`config.mk`:
```
export PLATFORM = sky130hd
export DESIGN_NAME = rfs_seq
export DESIGN_NICKNAME = d
export VERILOG_FILES = /design/src/rfs_pkg.sv /design/src/rfs_seq.sv
export SDC_FILE = /design/constraint.sdc
export NUM_CORES = 1
export LEC_CHECK = 0
export BUFFER_PORTS_ARGS = -buffer_cell sky130_fd_sc_hd__buf_2
export CAP_MARGIN = 20
export CORE_ASPECT_RATIO = 0.75
export CORE_MARGIN = 2
export CORE_UTILIZATION = 55
export CTS_BUF_LIST = sky130_fd_sc_hd__clkbuf_4
export DETAILED_ROUTE_END_ITERATION = 10
export PLACE_DENSITY = 0.73
export SYNTH_ARGS = -nofsm -noshare
export SYNTH_HDL_FRONTEND = slang
export SYNTH_SLANG_ARGS = --single-unit
```
`constraint.sdc`:
```
create_clock -name clk -period 5.2 [get_ports clk]
set_input_delay 1.04 -clock clk [delete_from_list [all_inputs] [get_ports clk]]
set_output_delay 1.04 -clock clk [all_outputs]
set_load 0.02 [all_outputs]
```
`src/rfs_pkg.sv`:
```
// constants for the rail enable and fault shutdown block
package rfs_pkg;
    timeunit 1ns;
    timeprecision 1ns;
    // register offsets
    localparam logic [7:0] ADDR_MEM_CORE_CTRL = 8'h36;
    localparam logic [7:0] ADDR_FORCED_SDWN   = 8'h49;
    localparam logic [7:0] ADDR_TERM_LDO_CTRL = 8'he9;
    localparam logic [7:0] ADDR_PG_STAT_LO    = 8'h50;
    localparam logic [7:0] ADDR_FAULT_REC_LO  = 8'h51;
    localparam logic [7:0] ADDR_FAULT_MASK_LO = 8'h52;
    localparam logic [7:0] ADDR_REG_EN        = 8'h53;
    localparam logic [7:0] ADDR_EN_SEL        = 8'h54;
    localparam logic [7:0] ADDR_STATUS        = 8'h55;
    // field positions
    localparam int TERM_PIN_MASK_BIT = 7;
    localparam int TERM_REG_EN_BIT   = 6;
    localparam int DVS_EN_BIT        = 0;
    localparam int FORCE_SDWN_BIT    = 0;
    // reset values
    localparam logic [7:0] RST_MEM_CORE_CTRL = 8'h00;
    localparam logic [7:0] RST_TERM_LDO_CTRL = 8'h00;
    localparam logic [7:0] RST_FAULT_MASK    = 8'h00;
    localparam logic [7:0] RST_EN_SEL        = 8'h00;
    // memory core voltage codes
    localparam logic [1:0] VSEL_1V20 = 2'h0;
    localparam logic [1:0] VSEL_1V35 = 2'h1;
    localparam logic [1:0] VSEL_1V10 = 2'h2;
    // timing
    localparam int CLK_HZ             = 20_000_000;
    localparam int ENABLE_BLANK_US    = 10_000;
    localparam int RESUME_BLANK_NS    = 100_000;
    localparam int DEGLITCH_NS        = 30_000;
    localparam int SDWN_MAX_NS        = 1_000;
    localparam int CLK_NS             = 1_000_000_000 / CLK_HZ;
    localparam int ENABLE_BLANK_CYC   = ENABLE_BLANK_US * (CLK_HZ / 1_000_000);
    localparam int RESUME_BLANK_CYC   = (RESUME_BLANK_NS + CLK_NS - 1) / CLK_NS;
    localparam int DEGLITCH_CYC       = (DEGLITCH_NS + CLK_NS - 1) / CLK_NS;
    localparam int SDWN_MAX_CYC       = SDWN_MAX_NS / CLK_NS;
    localparam int CCM_DCM_CYCLES     = 16;
    // switching-cycle controllers with ccm to dcm deglitch
    localparam int N_CTRL             = 4;
endpackage

```
`src/rfs_seq.sv`:
```
// rail enable, powergood, fault record and emergency shutdown logic
module rfs_seq #(
    parameter int N_RAILS          = 8,
    parameter int ENABLE_BLANK_CYC = rfs_pkg::ENABLE_BLANK_CYC
) (
    // clock and reset
    input  wire logic               clk,
    input  wire logic               resetn,
    // enable and control pins
    input  wire logic [N_RAILS-1:0] regulator_enable_pin,
    input  wire logic               memory_core_enable_pin,
    input  wire logic               termination_control_input,
    input  wire logic [1:0]         memory_voltage_select_pin,
    input  wire logic               system_powergood_input,
    input  wire logic               shutdown_request_n,
    // analog monitors
    input  wire logic [N_RAILS-1:0] window_ok,
    input  wire logic [N_RAILS-1:0] rail_fault_exempt,
    input  wire logic [rfs_pkg::N_CTRL-1:0] ctrl_discontinuous,
    input  wire logic [rfs_pkg::N_CTRL-1:0] ctrl_switch_tick,
    input  wire logic               main_input_undervoltage,
    input  wire logic               aux_input_undervoltage,
    input  wire logic               die_over_temp,
    // register port
    input  wire logic               reg_wr,
    input  wire logic               reg_rd,
    input  wire logic [7:0]         reg_addr,
    input  wire logic [7:0]         reg_wdata,
    output logic [7:0]              reg_rdata,
    // rail controls
    output logic [N_RAILS-1:0]      rail_enable,
    output logic                    memory_core_regulator_en,
    output logic                    termination_regulator_en,
    output logic [1:0]              memory_core_vsel,
    output logic                    memory_core_dvs_low,
    output logic [rfs_pkg::N_CTRL-1:0] ctrl_pfm_mode,
    output logic [N_RAILS-1:0]      powergood,
    output logic                    shutdown_active
);
    timeunit 1ns;
    timeprecision 1ns;
    // elaboration refuses sizes the read mux and counters cannot hold
    if (N_RAILS < 1 || N_RAILS > 8) begin : g_bad_rails
        $error("N_RAILS must be 1..8");
    end
    if (ENABLE_BLANK_CYC < 1) begin : g_bad_blank
        $error("ENABLE_BLANK_CYC must be positive");
    end

    localparam int BW = $clog2(ENABLE_BLANK_CYC + 1);
    localparam int DW = $clog2(rfs_pkg::DEGLITCH_CYC + 1);
    localparam int RW = $clog2(rfs_pkg::RESUME_BLANK_CYC + 1);

    typedef enum logic [2:0] {
        ST_RUN  = 3'b001,
        ST_DOWN = 3'b010,
        ST_OFF  = 3'b100
    } rfs_state_e;

    function automatic logic [7:0] pad8(input logic [N_RAILS-1:0] v);
        logic [7:0] r;
        r = 8'h00;
        r[N_RAILS-1:0] = v;
        return r;
    endfunction

    // pin synchronisers
    logic [N_RAILS-1:0] en_s1_q, en_s2_q, ok_s1_q, ok_s2_q;
    logic [6:0]         p_s1_q, p_s2_q;
    logic [rfs_pkg::N_CTRL-1:0] dcm_s1_q, dcm_s2_q, tk_s1_q, tk_s2_q, tk_s3_q;
    always_ff @(posedge clk) begin
        if (!resetn) begin
            en_s1_q  <= '0;
            en_s2_q  <= '0;
            ok_s1_q  <= '0;
            ok_s2_q  <= '0;
            // idle levels, so release gives no false trip or powergood edge
            p_s1_q   <= 7'h44;
            p_s2_q   <= 7'h44;
            dcm_s1_q <= '0;
            dcm_s2_q <= '0;
            tk_s1_q  <= '0;
            tk_s2_q  <= '0;
            tk_s3_q  <= '0;
        end else begin
            en_s1_q  <= regulator_enable_pin;
            en_s2_q  <= en_s1_q;
            ok_s1_q  <= window_ok;
            ok_s2_q  <= ok_s1_q;
            p_s1_q   <= {shutdown_request_n, die_over_temp, aux_input_undervoltage,
                         main_input_undervoltage, system_powergood_input,
                         termination_control_input, memory_core_enable_pin};
            p_s2_q   <= p_s1_q;
            dcm_s1_q <= ctrl_discontinuous;
            dcm_s2_q <= dcm_s1_q;
            tk_s1_q  <= ctrl_switch_tick;
            tk_s2_q  <= tk_s1_q;
            tk_s3_q  <= tk_s2_q;
        end
    end
    logic core_pin, term_pin, sys_pg, uv_main, uv_aux, hot, sdn_n;
    assign {sdn_n, hot, uv_aux, uv_main, sys_pg, term_pin, core_pin} = p_s2_q;
    // strap stages carry no reset, so the pin is through them at release
    logic [1:0] vs_s1_q, vs_s2_q;
    always_ff @(posedge clk) begin
        vs_s1_q <= memory_voltage_select_pin;
        vs_s2_q <= vs_s1_q;
    end

    // registers
    logic [7:0] core_ctrl_q, core_ctrl_d, term_ctrl_q, term_ctrl_d;
    logic [7:0] mask_q, mask_d, reg_en_q, reg_en_d, en_sel_q, en_sel_d;
    logic       force_q, force_d;
    logic [1:0] vsel_q, vsel_d;
    logic       vsel_taken_q, vsel_taken_d;
    always_comb begin
        core_ctrl_d  = core_ctrl_q;
        term_ctrl_d  = term_ctrl_q;
        mask_d       = mask_q;
        reg_en_d     = reg_en_q;
        en_sel_d     = en_sel_q;
        force_d      = force_q;
        vsel_d       = vsel_q;
        vsel_taken_d = 1'b1;
        if (!vsel_taken_q) begin
            // strap caught once after reset release
            case (vs_s2_q)
                2'h0:    vsel_d = rfs_pkg::VSEL_1V20;
                2'h1:    vsel_d = rfs_pkg::VSEL_1V35;
                default: vsel_d = rfs_pkg::VSEL_1V10;
            endcase
        end
        if (reg_wr) begin
            case (reg_addr)
                rfs_pkg::ADDR_MEM_CORE_CTRL: core_ctrl_d = reg_wdata;
                rfs_pkg::ADDR_TERM_LDO_CTRL: term_ctrl_d = reg_wdata;
                rfs_pkg::ADDR_FAULT_MASK_LO: mask_d = reg_wdata;
                rfs_pkg::ADDR_REG_EN:        reg_en_d = reg_wdata;
                rfs_pkg::ADDR_EN_SEL:        en_sel_d = reg_wdata;
                rfs_pkg::ADDR_FORCED_SDWN:   force_d = reg_wdata[rfs_pkg::FORCE_SDWN_BIT];
                default: ;
            endcase
        end
    end
    always_ff @(posedge clk) begin
        if (!resetn) begin
            core_ctrl_q  <= rfs_pkg::RST_MEM_CORE_CTRL;
            term_ctrl_q  <= rfs_pkg::RST_TERM_LDO_CTRL;
            mask_q       <= rfs_pkg::RST_FAULT_MASK;
            reg_en_q     <= 8'h00;
            en_sel_q     <= rfs_pkg::RST_EN_SEL;
            force_q      <= 1'b0;
            vsel_q       <= rfs_pkg::VSEL_1V20;
            vsel_taken_q <= 1'b0;
        end else begin
            core_ctrl_q  <= core_ctrl_d;
            term_ctrl_q  <= term_ctrl_d;
            mask_q       <= mask_d;
            reg_en_q     <= reg_en_d;
            en_sel_q     <= en_sel_d;
            force_q      <= force_d;
            vsel_q       <= vsel_d;
            vsel_taken_q <= vsel_taken_d;
        end
    end

    // requested enables; rail 0 is the memory core rail
    logic [N_RAILS-1:0] req_en;
    always_comb begin
        for (int i = 0; i < N_RAILS; i++) begin
            req_en[i] = en_sel_q[i] ? reg_en_q[i] : en_s2_q[i];
        end
        if (!en_sel_q[0]) req_en[0] = core_pin;
    end

    // powergood deglitch, enable blanking and resume blanking
    logic [N_RAILS-1:0] pg_q, pg_d, on_q, on_d;
    logic [DW-1:0]      dg_q [N_RAILS];
    logic [DW-1:0]      dg_d [N_RAILS];
    logic [BW-1:0]      bl_q [N_RAILS];
    logic [BW-1:0]      bl_d [N_RAILS];
    logic [RW-1:0]      rs_q, rs_d;
    logic               sys_pg_q;
    logic [N_RAILS-1:0] fault_now;
    rfs_state_e         st_q, st_d;
    logic [N_RAILS-1:0] rec_q, rec_d;
    always_comb begin
        rs_d = rs_q;
        if (sys_pg && !sys_pg_q) rs_d = RW'(rfs_pkg::RESUME_BLANK_CYC);
        else if (rs_q != '0) rs_d = rs_q - RW'(1);
        for (int i = 0; i < N_RAILS; i++) begin
            on_d[i]  = req_en[i] && (st_q == ST_RUN);
            pg_d[i]  = pg_q[i];
            dg_d[i]  = '0;
            bl_d[i]  = bl_q[i];
            if (on_d[i] && !on_q[i]) bl_d[i] = BW'(ENABLE_BLANK_CYC);
            else if (bl_q[i] != '0) bl_d[i] = bl_q[i] - BW'(1);
            // both edges need the new level held for the full time
            if (!on_q[i]) pg_d[i] = 1'b0;
            else if (ok_s2_q[i] != pg_q[i]) begin
                if (dg_q[i] >= DW'(rfs_pkg::DEGLITCH_CYC - 1)) pg_d[i] = ok_s2_q[i];
                else dg_d[i] = dg_q[i] + DW'(1);
            end
            fault_now[i] = on_q[i] && !pg_q[i] && (bl_q[i] == '0) && (rs_q == '0)
                           && (dg_q[i] == '0) && pg_seen(i);
        end
    end
    // exempt rails never fault
    function automatic logic pg_seen(input int i);
        return !rail_fault_exempt[i];
    endfunction

    // fault record and shutdown state
    logic trip;
    always_comb begin
        rec_d = rec_q | fault_now;
        if (reg_wr && reg_addr == rfs_pkg::ADDR_FAULT_REC_LO)
            rec_d = (rec_q & ~reg_wdata[N_RAILS-1:0]) | fault_now;           // set wins
        trip = |(fault_now & ~mask_q[N_RAILS-1:0])
               || uv_main || uv_aux || hot || !sdn_n || force_q;
        st_d = st_q;
        case (st_q)
            ST_RUN:  if (trip) st_d = ST_DOWN;
            ST_DOWN: st_d = ST_OFF;
            ST_OFF:  if (!trip && req_en == '0) st_d = ST_RUN;
            default: st_d = ST_OFF;
        endcase
    end
    always_ff @(posedge clk) begin
        if (!resetn) begin
            pg_q     <= '0;
            on_q     <= '0;
            rs_q     <= '0;
            sys_pg_q <= 1'b1;
            st_q     <= ST_RUN;
            for (int i = 0; i < N_RAILS; i++) begin
                dg_q[i] <= '0;
                bl_q[i] <= '0;
            end
        end else begin
            pg_q     <= pg_d;
            on_q     <= on_d;
            rs_q     <= rs_d;
            sys_pg_q <= sys_pg;
            st_q     <= st_d;
            for (int i = 0; i < N_RAILS; i++) begin
                dg_q[i] <= dg_d[i];
                bl_q[i] <= bl_d[i];
            end
        end
    end
    // record sits in the always-on domain: cleared only by software
    always_ff @(posedge clk) begin
        rec_q <= rec_d;
    end

    // termination ldo, dvs and ccm/dcm deglitch
    logic term_en_d, term_en_q, dvs_q, dvs_d;
    logic [rfs_pkg::N_CTRL-1:0] pfm_q, pfm_d;
    logic [4:0] cc_q [rfs_pkg::N_CTRL];
    logic [4:0] cc_d [rfs_pkg::N_CTRL];
    always_comb begin
        term_en_d = (term_ctrl_q[rfs_pkg::TERM_PIN_MASK_BIT] ?
                     term_ctrl_q[rfs_pkg::TERM_REG_EN_BIT] : term_pin)
                    && (st_q == ST_RUN);
        dvs_d = core_ctrl_q[rfs_pkg::DVS_EN_BIT] && !term_pin;
        for (int i = 0; i < rfs_pkg::N_CTRL; i++) begin
            pfm_d[i] = pfm_q[i];
            cc_d[i]  = cc_q[i];
            if (!dcm_s2_q[i]) begin
                pfm_d[i] = 1'b0;
                cc_d[i]  = 5'h00;
            end else if (!pfm_q[i] && tk_s2_q[i] && !tk_s3_q[i]) begin
                if (cc_q[i] == 5'(rfs_pkg::CCM_DCM_CYCLES - 1)) pfm_d[i] = 1'b1;
                else cc_d[i] = cc_q[i] + 5'h01;
            end
        end
    end
    always_ff @(posedge clk) begin
        if (!resetn) begin
            term_en_q <= 1'b0;
            dvs_q     <= 1'b0;
            pfm_q     <= '0;
            for (int i = 0; i < rfs_pkg::N_CTRL; i++) cc_q[i] <= 5'h00;
        end else begin
            term_en_q <= term_en_d;
            dvs_q     <= dvs_d;
            pfm_q     <= pfm_d;
            for (int i = 0; i < rfs_pkg::N_CTRL; i++) cc_q[i] <= cc_d[i];
        end
    end

    // read mux, registered: data stands from the edge that takes the read
    logic [7:0] rdata_d, rdata_q;
    always_comb begin
        rdata_d = 8'h00;
        if (reg_rd) begin
            case (reg_addr)
                rfs_pkg::ADDR_MEM_CORE_CTRL: rdata_d = core_ctrl_q;
                rfs_pkg::ADDR_FORCED_SDWN:   rdata_d = {7'h00, force_q};
                rfs_pkg::ADDR_TERM_LDO_CTRL: rdata_d = term_ctrl_q;
                rfs_pkg::ADDR_PG_STAT_LO:    rdata_d = pad8(pg_q);
                rfs_pkg::ADDR_FAULT_REC_LO:  rdata_d = pad8(rec_q);
                rfs_pkg::ADDR_FAULT_MASK_LO: rdata_d = mask_q;
                rfs_pkg::ADDR_REG_EN:        rdata_d = reg_en_q;
                rfs_pkg::ADDR_EN_SEL:        rdata_d = en_sel_q;
                rfs_pkg::ADDR_STATUS:        rdata_d = {5'h00, st_q};
                default:                     rdata_d = 8'h00;
            endcase
        end
    end
    always_ff @(posedge clk) begin
        if (!resetn) begin
            rdata_q <= 8'h00;
        end else begin
            rdata_q <= rdata_d;
        end
    end
    assign reg_rdata                = rdata_q;

    assign rail_enable              = on_q;
    assign memory_core_regulator_en = on_q[0];
    assign termination_regulator_en = term_en_q;
    assign memory_core_vsel         = vsel_q;
    assign memory_core_dvs_low      = dvs_q;
    assign ctrl_pfm_mode            = pfm_q;
    assign powergood                = pg_q;
    assign shutdown_active          = (st_q != ST_RUN);
endmodule // rfs_seq

```
* Word level (Yosys, flattened, before mapping)
Memories as Yosys holds them, arrays and structs flattened. Cells that the tools add are included. W data, S select, Z words.
Storage, ports and cells: bits in registers 167, memory bits (writable) 244, bits of input ports 61, word-level logic and storage cells 392, memories 3
Cells by class: add/subtract/negate cells 21, magnitude comparators 8, equal/unequal tests 27, muxes and demuxes 91, bitwise gates (word level) 27, reductions and logical operators 173
Memories:
- bl_q | words 8, bits a word 18, read ports 8, clocked after Yosys merged registers in 0, write ports 8, line rfs_seq.sv:180 | logic [BW-1:0] bl_q [N_RAILS];
- dg_q | words 8, bits a word 10, read ports 8, clocked after Yosys merged registers in 0, write ports 8, line rfs_seq.sv:178 | logic [DW-1:0] dg_q [N_RAILS];
- cc_q | words 4, bits a word 5, read ports 4, clocked after Yosys merged registers in 0, write ports 4, line rfs_seq.sv:260 | logic [4:0] cc_q [rfs_pkg::N_CTRL];
Operator list (count):
- $mux W18 | 24
- $mux W10 | 32
- $logic_not A18 Y1 | 8
- $reduce_bool A18 Y1 | 8
- $sub A18 B1 Y18 const B | 8
- $add A10 B1 Y10 const B | 8
- $ge A10 B10 Y1 const B | 8
- $logic_not A10 Y1 | 8
- $mux W5 | 16
- $pmux W8 S9 | 1
- $logic_and A1 B1 Y1 | 69
- $reduce_and A2 Y1 | 32
- $eq A8 B7 Y1 const B | 7
- $logic_not A1 Y1 | 36
- $mux W11 | 2
- $add A5 B1 Y5 const B | 4
- $eq A5 B4 Y1 const B | 4
- $or A1 B1 Y1 | 20
- $and A8 B8 Y8 | 2
- $not A8 Y8 | 2
- $or A8 B8 Y8 | 2
- $logic_not A11 Y1 | 1
- $mux W1 | 11
- $reduce_bool A11 Y1 | 1
- 20 further kinds | 33

* Depth between registers and ports, before layout
word-level depth 17, depth in mapped cells 10

* Worst setup path after synthesis
No wires, ideal clock.
kind in2reg, start point in reg_addr[1], end point reg rdata_q[2], in the netlist reg_rdata[2], library setup time 147 ps, data arrival time 2874 ps, required time 5053 ps, setup slack 2179 ps, stages on the path 8, buffers on the path 2, path through clkbuf_1 > nand2b_1 > nor4_1 > and3_1 > clkbuf_1 > or3_1 > o311ai_1 > nor2_1
Between the ends: word-level cells in the longest chain between the ends 2, elaborated cells between the ends (all ways) 10, classes of those cells 9 x eq/ne; 1 x mux
Ends and longest elaborated chain:
- start, declared | line rfs_seq.sv:27 | input wire logic [7:0] reg_addr,
- $eq A8 B7 Y1 (tied with other cells) | line rfs_seq.sv:298 | case (reg_addr)
- $pmux W8 S9 (*) | line rfs_seq.sv:298
- end signal, assigned | line rfs_seq.sv:316 | rdata_q <= rdata_d;
- end, declared | line rfs_seq.sv:294 | logic [7:0] rdata_d, rdata_q;
Mark *: on every way between the ends. The rest lies on a longest branch, timed or not. A chain may end at the register's enable or synchronous reset.

* Final worst setup path
start point reg st_q[2], end point out shutdown_active
Between the ends: word-level cells in the longest chain between the ends 1
Ends and longest elaborated chain:
- start, declared | line rfs_seq.sv:185 | rfs_state_e st_q, st_d;
- start signal, assigned | line rfs_seq.sv:245 | st_q <= st_d;
- $ne A3 B1 Y1 | line rfs_seq.sv:328 | assign shutdown_active = (st_q != ST_RUN);
- end, declared | line rfs_seq.sv:38 | output logic shutdown_active
No other way between the ends.

==> flow_summary_export.csv <==
group,metric,value,unit
final_layout,syn2layout_area_growth,11.0,%
routing,met1Wirelength,18.2,mm
worst_setup_path,path_max_fanout,10,
worst_setup_path,cp_slowest_cell,"nand2_1",
clock_network,cts_buffers,98,
global_routing,grt.overflow.total,0,
power,power_frac_clock,24.2,%
timing,maxSlewHeadroom,27.1,%
synthesis,synth_area_leaders,"dfxtp_1 (47%), nor2_1 (5.9%), xnor2_1 (4.5%)",
timing,tightestPinTransition,1.08,ns
synthesis,synth_nets,2026,
worst_setup_path,critPathKind,"reg -> out",
routing,avgViaCountPerCell,5.51,
synthesis,ys_ff_latch,409,
worst_setup_path,endpoint_kind,"output pin",
synthesis,yosysSeqAreaShare,47.5,%
routing,routedWlPerCell,15.3,um
routing,via_count,13900,
synthesis,async_flop_share,0,%
final_layout,drive_gt1_share,13.2,%
timing,hold_viol_final,0,
synthesis,syn_avg_cell_area,8.97,sq um
floorplan,io_pins,95,
clock_network,clockBufferDepth,3,
synthesis,synth-edff-count,0,
final_layout,nFillCells,2714,
timing,fin_crit_sh,60.7,%
timing,finalMaxSlewViolations,0,
routing,route.top_layer_used,"met5",
power,powerDensity,517,mW/mm^2
final_layout,nets,2164,
power,leakagePower,0.00749,uW
routing,drtIter0Drc,886,
power,ir_worst_vdd,0.267,mV
worst_setup_path,crit_buf_inv,1,
worst_setup_path,startpoint_type,"register",
synthesis,netlist.area_leader.share,47.5,%
global_routing,antenna_found_initial,7,
global_routing,grt_pass1_wl,63.7,mm
clock_network,cts_root_buf,"clkbuf_4",
power,switching_share,35.9,%
min_path,hp-class,"reg -> reg",
timing,whs,0.327,ns
worst_setup_path,critical-path-max-stage-delay,0.47,ns
floorplan,die_h,157,um
worst_setup_path,path_cells,"and2b_2 -> nand2_1 -> buf_2",
synthesis,yosysWarnings,0,
placement,gp_congestion,0.875,
routing,drt-pass1-iter-count,6,
global_routing,grt_pass1_vias,13200,
floorplan,rows,56,
clock_network,clk_pin_slew,0.06,ns
clock_network,cts_max_level,3,
power,p_sw,3560,uW
placement,io_buffer_count,93,
floorplan,initial_core_util,55.6,%
worst_setup_path,critical_path.top_delay_family,"simple AND/OR/NAND/NOR gates",
floorplan,fp.coreArea,0.0310,sq mm
placement,place_hpwl,26.5,mm
routing,wl,38.7,mm
power,seqPwrFrac,42.2,%
clock_network,cts_hold_buf,0,
timing,fin_crit,3.16,ns
run_status,status,"complete, no violations",
power,intPower,6350,uW
routing,wl_met3,2.35,mm
synthesis,yosysTopAreaCell,"dfxtp_1",
timing,clock.fmax,317,MHz
synthesis,synth.distinct_cells,65,
clock_network,post_cts_buffers,0,
worst_setup_path,cp.arrival,2.12,ns
timing,setup_viol,0,
synthesis,yosys_most_used_dff,"dfxtp_1",
floorplan,dieArea,0.0328,sq mm
routing,drtAntennaViolNets,0,
global_routing,grt.total_usage,23.7,%
synthesis,synthCells,1923,
clock_network,clock_latency,0.77,ns
synthesis,syn_area,0.0172,sq mm
worst_setup_path,worstPathRequired,4.16,ns
clock_network,cts_num_sinks,409,
clock_network,cts_resized,0,
clock_network,cts_tree,"done",
timing,rsz0062_at_grt,"false",
timing,tns,0,ns
routing,wl_met2,17.3,mm
routing,drcViolationCount,0,
global_routing,grt_start_max_net_pins,52,
timing,finClkSkew,0.0614,ns
floorplan,die-width,208,um
run,drv_cap,0,
power,p_comb_share,33.5,%
-- power groups by stage --
stage	Combinational [uW]	Clock, uW	Sequential, uW
2_1_floorplan	2780	0	4120
6_report	3320	2400	4180
3_3_place_gp	3180	0	4200
4_1_cts	3310	2480	4170
5_1_grt	3770	2630	4250
3_5_place_dp	3280	0	4230
-- cells in the mapped netlist (23+ instances only) --
cell type / number
o21ai_0: 25
or4_1: 39
nor2_1: 271
nand4_1: 26
or3_1: 34
nand3_1: 93
mux2i_1: 40
dfxtp_1: 409
nand2_1: 131
and2_1: 62
clkbuf_1: 58
ha_1: 42
xnor2_1: 88
a31oi_1: 24
xor2_1: 88
a21oi_1: 108
nor4_1: 46
inv_1: 60
nor3_1: 51
and3_1: 23
-- cells by family (layout without fill, tap and decap cells) --
group,count (synthesis),count (layout),share of synthesized area (%)
buf+inv,128,323,3.00
other cells,0,6,0
fa+ha+maj,42,42,3.05
compound gates,253,253,9.21
simple gates,866,866,25.4
mux,49,49,2.97
flops,409,409,47.5
xor+xnor,176,176,8.94
-- path summary, 6_finish.rpt --
check                            start                    to  slack (ns)  cells after the start
setup / recovery  st_q[2]$_SDFFE_PN0P_       shutdown_active        2.04                      3
setup reg to reg  rs_q[0]$_SDFFE_PP0P_  st_q[0]$_SDFFE_PN1P_        2.21                      9
hold reg to reg     vs_s1_q[1]$_DFF_P_    vs_s2_q[1]$_DFF_P_        0.33                      0
hold / removal      vs_s1_q[1]$_DFF_P_    vs_s2_q[1]$_DFF_P_        0.33                      0
-- layout make-up --
type                            count  area [sq um]  area share (%)
Sequential cell                   409          8190            42.8
Clock buffer                      127           953            4.98
Antenna cell                        6          15.0          0.0784
Clock inverter                     30           148           0.771
Tap cell                          406           508            2.65
Timing Repair Buffer              106           563            2.94
Multi-Input combinational cell   1386          8550            44.6
Inverter                           60           225            1.18
-- through the flow --
stage / total power [uW] / cell area, sq um / instances / setup slack [ns] / util, %
final: 9900 / 19100 / 2530 / 2.04 / 61.7
after detailed placement: 7520 / 18000 / 2366 / 1.50 / 58.1
after global placement: 7380 / 18000 / 2366 / 1.57 / 58.1
after floorplan: 6890 / 17200 / 1923 / 2.18 / -
after global routing: 10700 / 19100 / 2529 / 1.90 / 61.7
after CTS: 9960 / 19100 / 2523 / 2.01 / 61.6
-- registers in the layout, summed over array words and instances, names as in the netlist, 7 cells and up --
register     cells
en_s1_q          7
en_s2_q          7
en_sel_q         8
rec_q            8
ok_s1_q          8
dg_q            80
ok_s2_q          8
bl_q           144
p_s1_q           7
rs_q            11
rail_enable      8
powergood        8
mask_q           8
p_s2_q           7
term_ctrl_q      8
reg_en_q         8
cc_q            20
core_ctrl_q      8
reg_rdata        8
-- metal layers --
layer  vias up  GRT usage, %
li1       7013             -
met1      6471          31.5
met2       398          37.4
met3        64          5.09
met4         2          9.90
met5         -             0
-- placed cells by master (no fill, tap or decap), types with 13 or more instances in the layout --
| cell type | count |
|---|---|
| nand3_1 | 93 |
| or2_2 | 15 |
| nand2b_1 | 18 |
| nor2_1 | 271 |
| mux2i_1 | 40 |
| nand4_1 | 26 |
| a21boi_0 | 14 |
| nand2_1 | 131 |
| buf_2 | 92 |
| or4_1 | 39 |
| o21ai_0 | 25 |
| a21oi_1 | 108 |
| inv_1 | 59 |
| a31oi_1 | 24 |
| clkinv_1 | 22 |
| a211oi_1 | 13 |
| clkbuf_4 | 127 |
| and3_1 | 23 |
| nor4_1 | 45 |
| nor2b_1 | 16 |
| dfxtp_1 | 409 |
| ha_1 | 42 |
| and2_1 | 62 |
| nor3_1 | 51 |
| xor2_1 | 88 |
| buf_4 | 13 |
| xnor2_1 | 88 |
| o31ai_1 | 13 |
| or3_1 | 34 |
(Power assumes the default switching activity.)
